## config.mk

```make
export PLATFORM = sky130hd
export DESIGN_NAME = pfcp_host
export DESIGN_NICKNAME = d
export VERILOG_FILES = /design/src/pfcp_pkg.sv /design/src/pfcp_cyc_if.sv /design/src/pfcp_pin_cycle.sv /design/src/pfcp_host.sv
export VERILOG_INCLUDE_DIRS = /design/src
export SDC_FILE = /design/constraint.sdc
export NUM_CORES = 1
export LEC_CHECK = 0
export BUFFER_PORTS_ARGS = -buffer_cell sky130_fd_sc_hd__buf_2
export CORE_UTILIZATION = 35
export CTS_CLUSTER_SIZE = 16
export DETAILED_ROUTE_END_ITERATION = 16
export SYNTH_ARGS = -nofsm -noshare
export SYNTH_HDL_FRONTEND = slang
export SYNTH_SLANG_ARGS = --single-unit
```

## constraint.sdc

```tcl
create_clock -name ref_clk_i -period 2.7 [get_ports ref_clk_i]
set_input_delay 0.135 -clock ref_clk_i [delete_from_list [all_inputs] [get_ports ref_clk_i]]
set_output_delay 0.135 -clock ref_clk_i [all_outputs]
set_load 0.02 [all_outputs]
```

## src/pfcp_cfg.svh

```systemverilog
// constants for the parallel flash command port host
`ifndef PFCP_CFG_SVH
`define PFCP_CFG_SVH

// widths
`define PFCP_ADDR_W 17
`define PFCP_TMR_W 19

// command bytes
`define PFCP_CMD_READ 8'h00
`define PFCP_CMD_PROG 8'h40
`define PFCP_CMD_PVER 8'hC0
`define PFCP_CMD_ERASE 8'h20
`define PFCP_CMD_EVER 8'hA0
`define PFCP_CMD_RESET 8'hFF
`define PFCP_CMD_IDENT 8'h90

// identification_address values
`define PFCP_ID_ADDR_MAKER 17'h0_0000
`define PFCP_ID_ADDR_DEVICE 17'h0_0001

// times in ns, cycle counts rounded up (all are least times)
`define PFCP_CLK_NS 25
`define PFCP_T_WP_NS 60
`define PFCP_T_WPH_NS 20
`define PFCP_T_ACC_NS 150
`define PFCP_T_VSC_NS 1000
`define PFCP_T_WRR_NS 6000
`define PFCP_T_PROG_NS 10000
`define PFCP_T_ERASE_NS 9500000
`define PFCP_CYC(t) (((t) + `PFCP_CLK_NS - 1) / `PFCP_CLK_NS)
`define PFCP_WP_CYC `PFCP_CYC(`PFCP_T_WP_NS)
`define PFCP_WPH_CYC `PFCP_CYC(`PFCP_T_WPH_NS)
`define PFCP_ACC_CYC `PFCP_CYC(`PFCP_T_ACC_NS)
`define PFCP_VSC_CYC `PFCP_CYC(`PFCP_T_VSC_NS)
`define PFCP_WRR_CYC `PFCP_CYC(`PFCP_T_WRR_NS)
`define PFCP_PROG_CYC `PFCP_CYC(`PFCP_T_PROG_NS)
`define PFCP_ERASE_CYC `PFCP_CYC(`PFCP_T_ERASE_NS)

`endif

```

## src/pfcp_pkg.sv

```systemverilog
// types shared by the parallel flash command port host
package pfcp_pkg;

   // operations that the user side may request
   typedef enum logic [2:0] {
      OP_READ  = 3'h0,
      OP_PROG  = 3'h1,
      OP_PVER  = 3'h2,
      OP_ERASE = 3'h3,
      OP_EVER  = 3'h4,
      OP_RESET = 3'h5,
      OP_IDENT = 3'h6
   } pfcp_op_t;

endpackage

```

## src/pfcp_cyc_if.sv

```systemverilog
// one pin-level bus cycle request between sequencer and pin engine
`timescale 1ns/1ps
`default_nettype none
interface pfcp_cyc_if;
   logic        req;    // level, held until done
   logic        wr;     // 1 write cycle, 0 read cycle
   logic [16:0] addr;
   logic [7:0]  wdata;
   logic        done;   // one-cycle pulse at end of cycle
   logic [7:0]  rdata;

   modport ctrl (output req, wr, addr, wdata, input done, rdata);
   modport eng  (input req, wr, addr, wdata, output done, rdata);
endinterface
`default_nettype wire

```

## src/pfcp_pin_cycle.sv

```systemverilog
// pin engine: one write strobe cycle or one read cycle on the flash pins
`timescale 1ns/1ps
`default_nettype none
`include "pfcp_cfg.svh"
module pfcp_pin_cycle (
   // clock, reset, enable
   input  wire logic        ref_clk_i,
   input  wire logic        reset_n_i,
   input  wire logic        ce_i,
   // request from sequencer
   pfcp_cyc_if.eng          cyc,
   // flash pins
   output logic             flash_ce_n_o,
   output logic             flash_oe_n_o,
   output logic             flash_we_n_o,
   output logic [16:0]      flash_addr_o,
   output logic [7:0]       flash_data_o,
   output logic             flash_data_oe_o,
   input  wire logic [7:0]  flash_data_i
);
   typedef enum logic [4:0] {
      E_IDLE  = 5'b0_0001,
      E_SETUP = 5'b0_0010,
      E_WLOW  = 5'b0_0100,
      E_WHIGH = 5'b0_1000,
      E_RACC  = 5'b1_0000
   } pfcp_eng_st_t;

   pfcp_eng_st_t st_q;
   logic [2:0]   cnt_q;
   logic         done_q;
   logic [7:0]   rdata_q;

   assign cyc.done  = done_q;
   assign cyc.rdata = rdata_q;

   ////////////////////////////////////////////////////////////////////////
   // cycle sequencer; done_q gates a fresh start so a held req is not
   // mistaken for a second request in the cycle that it ends
   always_ff @(posedge ref_clk_i) begin
      if (!reset_n_i) begin
         st_q            <= E_IDLE;
         cnt_q           <= 3'h0;
         done_q          <= 1'b0;
         rdata_q         <= 8'h00;
         flash_ce_n_o    <= 1'b1;
         flash_oe_n_o    <= 1'b1;
         flash_we_n_o    <= 1'b1;
         flash_addr_o    <= 17'h0_0000;
         flash_data_o    <= 8'h00;
         flash_data_oe_o <= 1'b0;
      end else if (ce_i) begin
         done_q <= 1'b0;
         case (st_q)
            E_IDLE: begin
               if (cyc.req && !done_q) begin
                  flash_addr_o <= cyc.addr;
                  flash_ce_n_o <= 1'b0;
                  cnt_q        <= 3'h0;
                  if (cyc.wr) begin
                     // oe stays high so write state is legal
                     flash_data_o    <= cyc.wdata;
                     flash_data_oe_o <= 1'b1;
                     st_q            <= E_SETUP;
                  end else begin
                     flash_oe_n_o <= 1'b0;
                     st_q         <= E_RACC;
                  end
               end
            end
            E_SETUP: begin
               // address is stable before the falling strobe
               flash_we_n_o <= 1'b0;
               st_q         <= E_WLOW;
            end
            E_WLOW: begin
               cnt_q <= cnt_q + 3'h1;
               if (cnt_q == 3'(`PFCP_WP_CYC - 1)) begin
                  // byte taken on this rising strobe
                  flash_we_n_o <= 1'b1;
                  cnt_q        <= 3'h0;
                  st_q         <= E_WHIGH;
               end
            end
            E_WHIGH: begin
               cnt_q <= cnt_q + 3'h1;
               if (cnt_q == 3'(`PFCP_WPH_CYC - 1)) begin
                  // release data and chip enable in the same cycle
                  flash_ce_n_o    <= 1'b1;
                  flash_data_oe_o <= 1'b0;
                  done_q          <= 1'b1;
                  st_q            <= E_IDLE;
               end
            end
            E_RACC: begin
               cnt_q <= cnt_q + 3'h1;
               if (cnt_q == 3'(`PFCP_ACC_CYC - 1)) begin
                  rdata_q      <= flash_data_i;
                  flash_oe_n_o <= 1'b1;
                  flash_ce_n_o <= 1'b1;
                  done_q       <= 1'b1;
                  st_q         <= E_IDLE;
               end
            end
            default: begin
               st_q <= E_IDLE;
            end
         endcase
      end
   end
endmodule
`default_nettype wire

```

## src/pfcp_host.sv

```systemverilog
// host sequencer driving the parallel flash command port pins
`timescale 1ns/1ps
`default_nettype none
`include "pfcp_cfg.svh"
module pfcp_host #(
   parameter int unsigned ERASE_CYC = `PFCP_ERASE_CYC
) (
   // clock, reset, enable
   input  wire logic              ref_clk_i,
   input  wire logic              reset_n_i,
   input  wire logic              ce_i,
   // mode select
   input  wire logic              rw_mode_i,
   // command request
   input  wire logic              cmd_valid_i,
   output logic                   cmd_ready_o,
   input  wire pfcp_pkg::pfcp_op_t cmd_op_i,
   input  wire logic [16:0]       cmd_addr_i,
   input  wire logic [7:0]        cmd_data_i,
   // response
   output logic                   rsp_valid_o,
   output logic [7:0]             rsp_data_o,
   output logic                   rsp_err_o,
   // flash pins
   output logic                   flash_vpp_high_o,
   output logic                   flash_ce_n_o,
   output logic                   flash_oe_n_o,
   output logic                   flash_we_n_o,
   output logic [16:0]            flash_addr_o,
   output logic [7:0]             flash_data_o,
   output logic                   flash_data_oe_o,
   input  wire logic [7:0]        flash_data_i
);
   import pfcp_pkg::*;

   typedef enum logic [6:0] {
      ST_IDLE = 7'b000_0001,
      ST_VPP  = 7'b000_0010,
      ST_WR1  = 7'b000_0100,
      ST_WR2  = 7'b000_1000,
      ST_TMR  = 7'b001_0000,
      ST_RD   = 7'b010_0000,
      ST_RSP  = 7'b100_0000
   } pfcp_st_t;

   pfcp_st_t                 state_q;
   pfcp_op_t                 op_q;
   logic [16:0]              addr_q;
   logic [16:0]              prog_addr_q;
   logic [7:0]               data_q;
   logic [7:0]               latch_q;
   logic [5:0]               vpp_cnt_q;
   logic                     vpp_ready;
   logic [`PFCP_TMR_W-1:0]   tmr_q;

   pfcp_cyc_if cyc ();

   ////////////////////////////////////////////////////////////////////////
   // decoders used by the sequencer and the cycle request
   function automatic logic [7:0] first_byte(input pfcp_op_t op);
      case (op)
         OP_READ:  first_byte = `PFCP_CMD_READ;
         OP_PROG:  first_byte = `PFCP_CMD_PROG;
         OP_PVER:  first_byte = `PFCP_CMD_PVER;
         OP_ERASE: first_byte = `PFCP_CMD_ERASE;
         OP_EVER:  first_byte = `PFCP_CMD_EVER;
         OP_RESET: first_byte = `PFCP_CMD_RESET;
         OP_IDENT: first_byte = `PFCP_CMD_IDENT;
         default:  first_byte = `PFCP_CMD_READ;
      endcase
   endfunction

   function automatic logic has_wr2(input pfcp_op_t op);
      has_wr2 = (op == OP_PROG) || (op == OP_ERASE) || (op == OP_RESET);
   endfunction

   function automatic logic has_read(input pfcp_op_t op);
      has_read = (op == OP_READ) || (op == OP_PVER) ||
                 (op == OP_EVER) || (op == OP_IDENT);
   endfunction

   ////////////////////////////////////////////////////////////////////////
   // cycle request; program verify needs no address, the last program
   // address is driven only so that the bus is not left at random
   always_comb begin
      cyc.req   = (state_q == ST_WR1) || (state_q == ST_WR2) ||
                  (state_q == ST_RD);
      cyc.wr    = (state_q != ST_RD);
      cyc.addr  = (op_q == OP_PVER) ? prog_addr_q : addr_q;
      cyc.wdata = first_byte(op_q);
      if (state_q == ST_WR2) begin
         // erase and reset repeat their byte, program sends data
         cyc.wdata = (op_q == OP_PROG) ? data_q : first_byte(op_q);
      end
   end

   pfcp_pin_cycle u_pin (
      .ref_clk_i       (ref_clk_i),
      .reset_n_i       (reset_n_i),
      .ce_i            (ce_i),
      .cyc             (cyc.eng),
      .flash_ce_n_o    (flash_ce_n_o),
      .flash_oe_n_o    (flash_oe_n_o),
      .flash_we_n_o    (flash_we_n_o),
      .flash_addr_o    (flash_addr_o),
      .flash_data_o    (flash_data_o),
      .flash_data_oe_o (flash_data_oe_o),
      .flash_data_i    (flash_data_i)
   );

   ////////////////////////////////////////////////////////////////////////
   // supply level follows the mode input only in idle, also on the edge that takes a
   // command, so the mode can change as a command starts; setup time counted after rising
   assign vpp_ready = (vpp_cnt_q == 6'(`PFCP_VSC_CYC));
   always_ff @(posedge ref_clk_i) begin
      if (!reset_n_i) begin
         flash_vpp_high_o <= 1'b0;
         vpp_cnt_q        <= 6'h00;
      end else if (ce_i) begin
         if (state_q == ST_IDLE) begin
            flash_vpp_high_o <= rw_mode_i;
         end
         if (!flash_vpp_high_o) begin
            vpp_cnt_q <= 6'h00;
         end else if (!vpp_ready) begin
            vpp_cnt_q <= vpp_cnt_q + 6'h01;
         end
      end
   end

   ////////////////////////////////////////////////////////////////////////
   // host copy of the device command latch
   always_ff @(posedge ref_clk_i) begin
      if (!reset_n_i) begin
         latch_q <= `PFCP_CMD_READ;
      end else if (ce_i && cyc.done) begin
         if (state_q == ST_WR1) begin
            latch_q <= first_byte(op_q);
         end else if (state_q == ST_WR2 && op_q == OP_RESET) begin
            latch_q <= `PFCP_CMD_READ;
         end
      end
   end

   ////////////////////////////////////////////////////////////////////////
   // operation sequencer
   always_ff @(posedge ref_clk_i) begin
      if (!reset_n_i) begin
         state_q     <= ST_IDLE;
         op_q        <= OP_READ;
         addr_q      <= 17'h0_0000;
         prog_addr_q <= 17'h0_0000;
         data_q      <= 8'h00;
         tmr_q       <= '0;
         rsp_data_o  <= 8'h00;
         rsp_err_o   <= 1'b0;
      end else if (ce_i) begin
         case (state_q)
            ST_IDLE: begin
               if (cmd_valid_i) begin
                  op_q      <= cmd_op_i;
                  addr_q    <= cmd_addr_i;
                  data_q    <= cmd_data_i;
                  rsp_err_o <= 1'b0;
                  if (cmd_op_i == OP_READ &&
                      (latch_q == `PFCP_CMD_READ || !flash_vpp_high_o)) begin
                     state_q <= ST_RD;
                  end else if (!flash_vpp_high_o) begin
                     // nothing but reads in read-only mode
                     rsp_err_o <= 1'b1;
                     state_q   <= ST_RSP;
                  end else begin
                     state_q <= ST_VPP;
                  end
               end
            end
            ST_VPP: begin
               if (vpp_ready) begin
                  state_q <= ST_WR1;
               end
            end
            ST_WR1: begin
               if (cyc.done) begin
                  if (has_wr2(op_q)) begin
                     state_q <= ST_WR2;
                  end else begin
                     tmr_q   <= `PFCP_TMR_W'(`PFCP_WRR_CYC - 1);
                     state_q <= ST_TMR;
                  end
               end
            end
            ST_WR2: begin
               if (cyc.done) begin
                  state_q <= ST_TMR;
                  if (op_q == OP_PROG) begin
                     prog_addr_q <= addr_q;
                     tmr_q <= `PFCP_TMR_W'(`PFCP_PROG_CYC - 1);
                  end else if (op_q == OP_ERASE) begin
                     // zero fill beforehand is left to the caller
                     tmr_q <= `PFCP_TMR_W'(ERASE_CYC - 1);
                  end else begin
                     state_q <= ST_RSP;
                  end
               end
            end
            ST_TMR: begin
               // pins stay idle until the internal timer is surely over
               if (tmr_q == '0) begin
                  state_q <= has_read(op_q) ? ST_RD : ST_RSP;
               end else begin
                  tmr_q <= tmr_q - `PFCP_TMR_W'(1);
               end
            end
            ST_RD: begin
               if (cyc.done) begin
                  rsp_data_o <= cyc.rdata;
                  state_q    <= ST_RSP;
               end
            end
            ST_RSP: begin
               state_q <= ST_IDLE;
            end
            default: begin
               state_q <= ST_IDLE;
            end
         endcase
      end
   end

   // handshakes are decoded straight from the state
   assign cmd_ready_o = (state_q == ST_IDLE);
   assign rsp_valid_o = (state_q == ST_RSP);
endmodule
`default_nettype wire

```

==> flow_summary.ini <==
[clocking]
clkTransAtPathRegs_ns = 0.07
cts_made_buffers = 17
cts_tree = done
htreeDepth = 4
clockBufferDepth = 2
clk_root_buffer_cell = clkbuf_16
cts.sinks = 138
clk_latency_ns = 0.42

[drt]
drt_wl_total_um = 15900
vias_per_cell = 5.05
first_iter_violations = 312
num_vias = 5689
wl_per_cell_um = 14.1
dr.pass1.iters = 5
drt.antenna.violating_nets = 0
drc_errors = 0

[floorplanning]
io_pins = 82
fp.dieH_um = 137
dieWidth_um = 137
start_util = 0.357
die_area_um2 = 18800
core_area_um2 = 17900
rows = 49

[layout]
regArea_um2 = 2760
fin_nets = 932
antenna_cells = 0
drive_above_1_share = 0.214
nFillCells = 1787
area_growth_pct = 27.9
multi_input_area_um2 = 3320

[global_route]
grt_usage = 0.175
grt_max_degree = 115
overflow = 0
antenna_found_initial = 0
grt_first_pass_wirelength_um = 26000
grt_pass1_vias = 5272

[worst_setup_path]
critPathMaxStageDelay_ns = 0.48
startpoint_type = flop
cp_max_fo = 11
path_cells = inv_1 -> ha_1 -> or4b_4 -> or4_4 -> o41ai_4 -> a21o_1 -> buf_6 -> nor3_1 -> nor4_2
criticalPathCategory = reg2reg
worstPathArrival_ns = 2.95
required_ns = 3.04
path_buf_inv = 2
critPathCaptureType = flop
path_delay_family = simple AND/OR/NAND/NOR gates
cp_slowest_cell = or4_4

[yosys]
ys_top_cells_by_area = dfxtp_1 43%, mux2i_1 7.0%, nand2_1 6.2%
synth_ff_type = dfxtp_1
syn-cell-area_um2 = 6390
yosysWarnings = 0
ys_ff_latch = 138
yosysMostFrequentCell = dfxtp_1
ys_seq_area_frac = 0.432
synth_fp_nets = 807
synth_cell_types = 72
synth_edf_count = 0
async_flop_share = 0
synth_cells = 759
post-synth-top-area-fraction = 0.432
syn_avg_cell_area_um2 = 8.42
synth_top_area_cell = dfxtp_1
synthTopCellsByCount = 138 x dfxtp_1, 106 x nand2_1, 95 x nor2_1

[timing]
post-route-period-util = 0.969
finClkSkew_ns = 0.00817
fin_hold_ws_ns = 0.104
grt_setup_unrepaired = yes
slew_headroom = 0.484
finalSetupViolCount = 0
worst_slew_pin_slew_ns = 0.773
tns_ns = 0
hold_violations = 0
slew_violations = 0
fmax_mhz = 382
post-route-min-period_ns = 2.62

[pwr]
vdd_drop_max_mv = 0.425
finalPower_mw = 4.89
leakagePower_nw = 3.12
p_per_area_nw_per_um2 = 599

[place]
gp_congestion = 0.816
portBuffers = 81
dp_hpwl_um = 10200

[worst_hold_path]
hold_class = in2reg

[outcome]
outcome = finished clean

[flow_run]
maxCapViolCount = 0
[where the power goes]
group,leakage (nW),internal (mW),switching [mW]
sequential,1.11,2.07,0.0272
clock,0.292,1.48,0.964
combinational,1.71,0.151,0.205
[final timing paths]
kind,startpoint,cells after the start,to,slack (ns)
worst max-delay path,tmr_q[0]$_SDFFE_PN0P_,9,tmr_q[3]$_SDFFE_PN0P_,0.08
worst max register to register,tmr_q[0]$_SDFFE_PN0P_,9,tmr_q[3]$_SDFFE_PN0P_,0.08
worst min register to register,rsp_err_o$_SDFFE_PN0P_,2,rsp_err_o$_SDFFE_PN0P_,0.45
worst min-delay path,ce_i,4,u_pin.flash_data_oe_o$_SDFFE_PN0P_,0.10
[flip-flops by register name, summed over array words and instances, names as in the netlist, 3 cells and up]
name / flops
addr_q: 17
data_q: 8
latch_q: 5
op_q: 3
prog_addr_q: 17
rsp_data_o: 8
state_q: 7
tmr_q: 19
u_pin.cnt_q: 3
u_pin.cyc.rdata: 8
u_pin.flash_addr_o: 17
u_pin.flash_data_o: 8
u_pin.st_q: 5
vpp_cnt_q: 6
[final cells by class]
| cell class | instances | share of cell area |
|---|---|---|
| Multi-Input combinational cell | 557 | 0.406 |
| Sequential cell | 138 | 0.338 |
| Timing Repair Buffer | 159 | 0.141 |
| Clock buffer | 18 | 0.0525 |
| Tap cell | 229 | 0.0350 |
| Clock inverter | 14 | 0.0225 |
| Inverter | 11 | 0.00520 |
[layer usage]
| layer | part of all wire | vias up | track usage | wire (um) |
|---|---|---|---|---|
| li1 | - | 2938 | - | - |
| met1 | 0.48 | 2642 | 0.231 | 7580 |
| met2 | 0.48 | 98 | 0.277 | 7560 |
| met3 | 0.040 | 11 | 0.0463 | 635 |
| met4 | 0.0064 | 0 | 0.0568 | 102 |
| met5 | 0 | - | 0 | 0 |
[cells in the final DEF (no fill, tap or decap), types with 4 or more instances in the layout]
cell type and count:
buf_4 35, buf_12 5, inv_1 10, a21oi_1 73
a31oi_1 4, a211oi_1 25, or4_4 5, nor3b_1 5
nand3_1 20, nand2b_1 5, nor2_1 94, a311oi_1 4
nand4_1 7, a21oi_2 7, o21ai_0 34, buf_2 81
nor3_1 11, nand2_1 106, ha_1 7, mux2i_1 45
clkbuf_16 17, nor4_1 10, or4_1 4, o21ai_1 4
xor2_1 5, dfxtp_1 138, or3_1 10, dlygate4sd3_1 37
nor2b_1 11, inv_6 4
[logic make-up (layout without fill, tap and decap cells)]
group	count (synthesis)	in the layout	share of synthesized area
AO/OA/AOI/OAI	185	185	0.185
XOR/XNOR	6	6	0.00822
adder cells (fa/ha/maj)	7	7	0.0137
buffers and inverters	64	202	0.0525
flip-flops	138	138	0.432
multiplexers	45	45	0.0705
AND/OR/NAND/NOR	314	314	0.238
[timing repair]
action | 4_1_cts | 5_1_grt
setup buffers | 0 | 1
gates resized for setup | 0 | 4
pin swaps | 2 | 1
endpoints found under the hold margin | 37 | 0
hold buffers | 37 | 0
setup endpoints to repair | 1 | 4
[stage by stage]
step | instances | instance area, um^2 | util | worst slack, ns
after floorplan | 759 | 6390 | - | 0.0556
after global placement | 1056 | 7170 | 0.400 | 0.0590
after detailed placement | 1056 | 7170 | 0.400 | 0.0132
after CTS | 1125 | 8150 | 0.455 | 0.0507
after global routing | 1126 | 8180 | 0.457 | -0.00656
final | 1126 | 8180 | 0.457 | 0.0846
[tightest hold or removal path: stages]
cell and delay [ns]:
buf_2 0.15, nand2_1 0.07, a21oi_1 0.06, nor2_1 0.07
No activity file was read; power rests on OpenSTA's default activity.
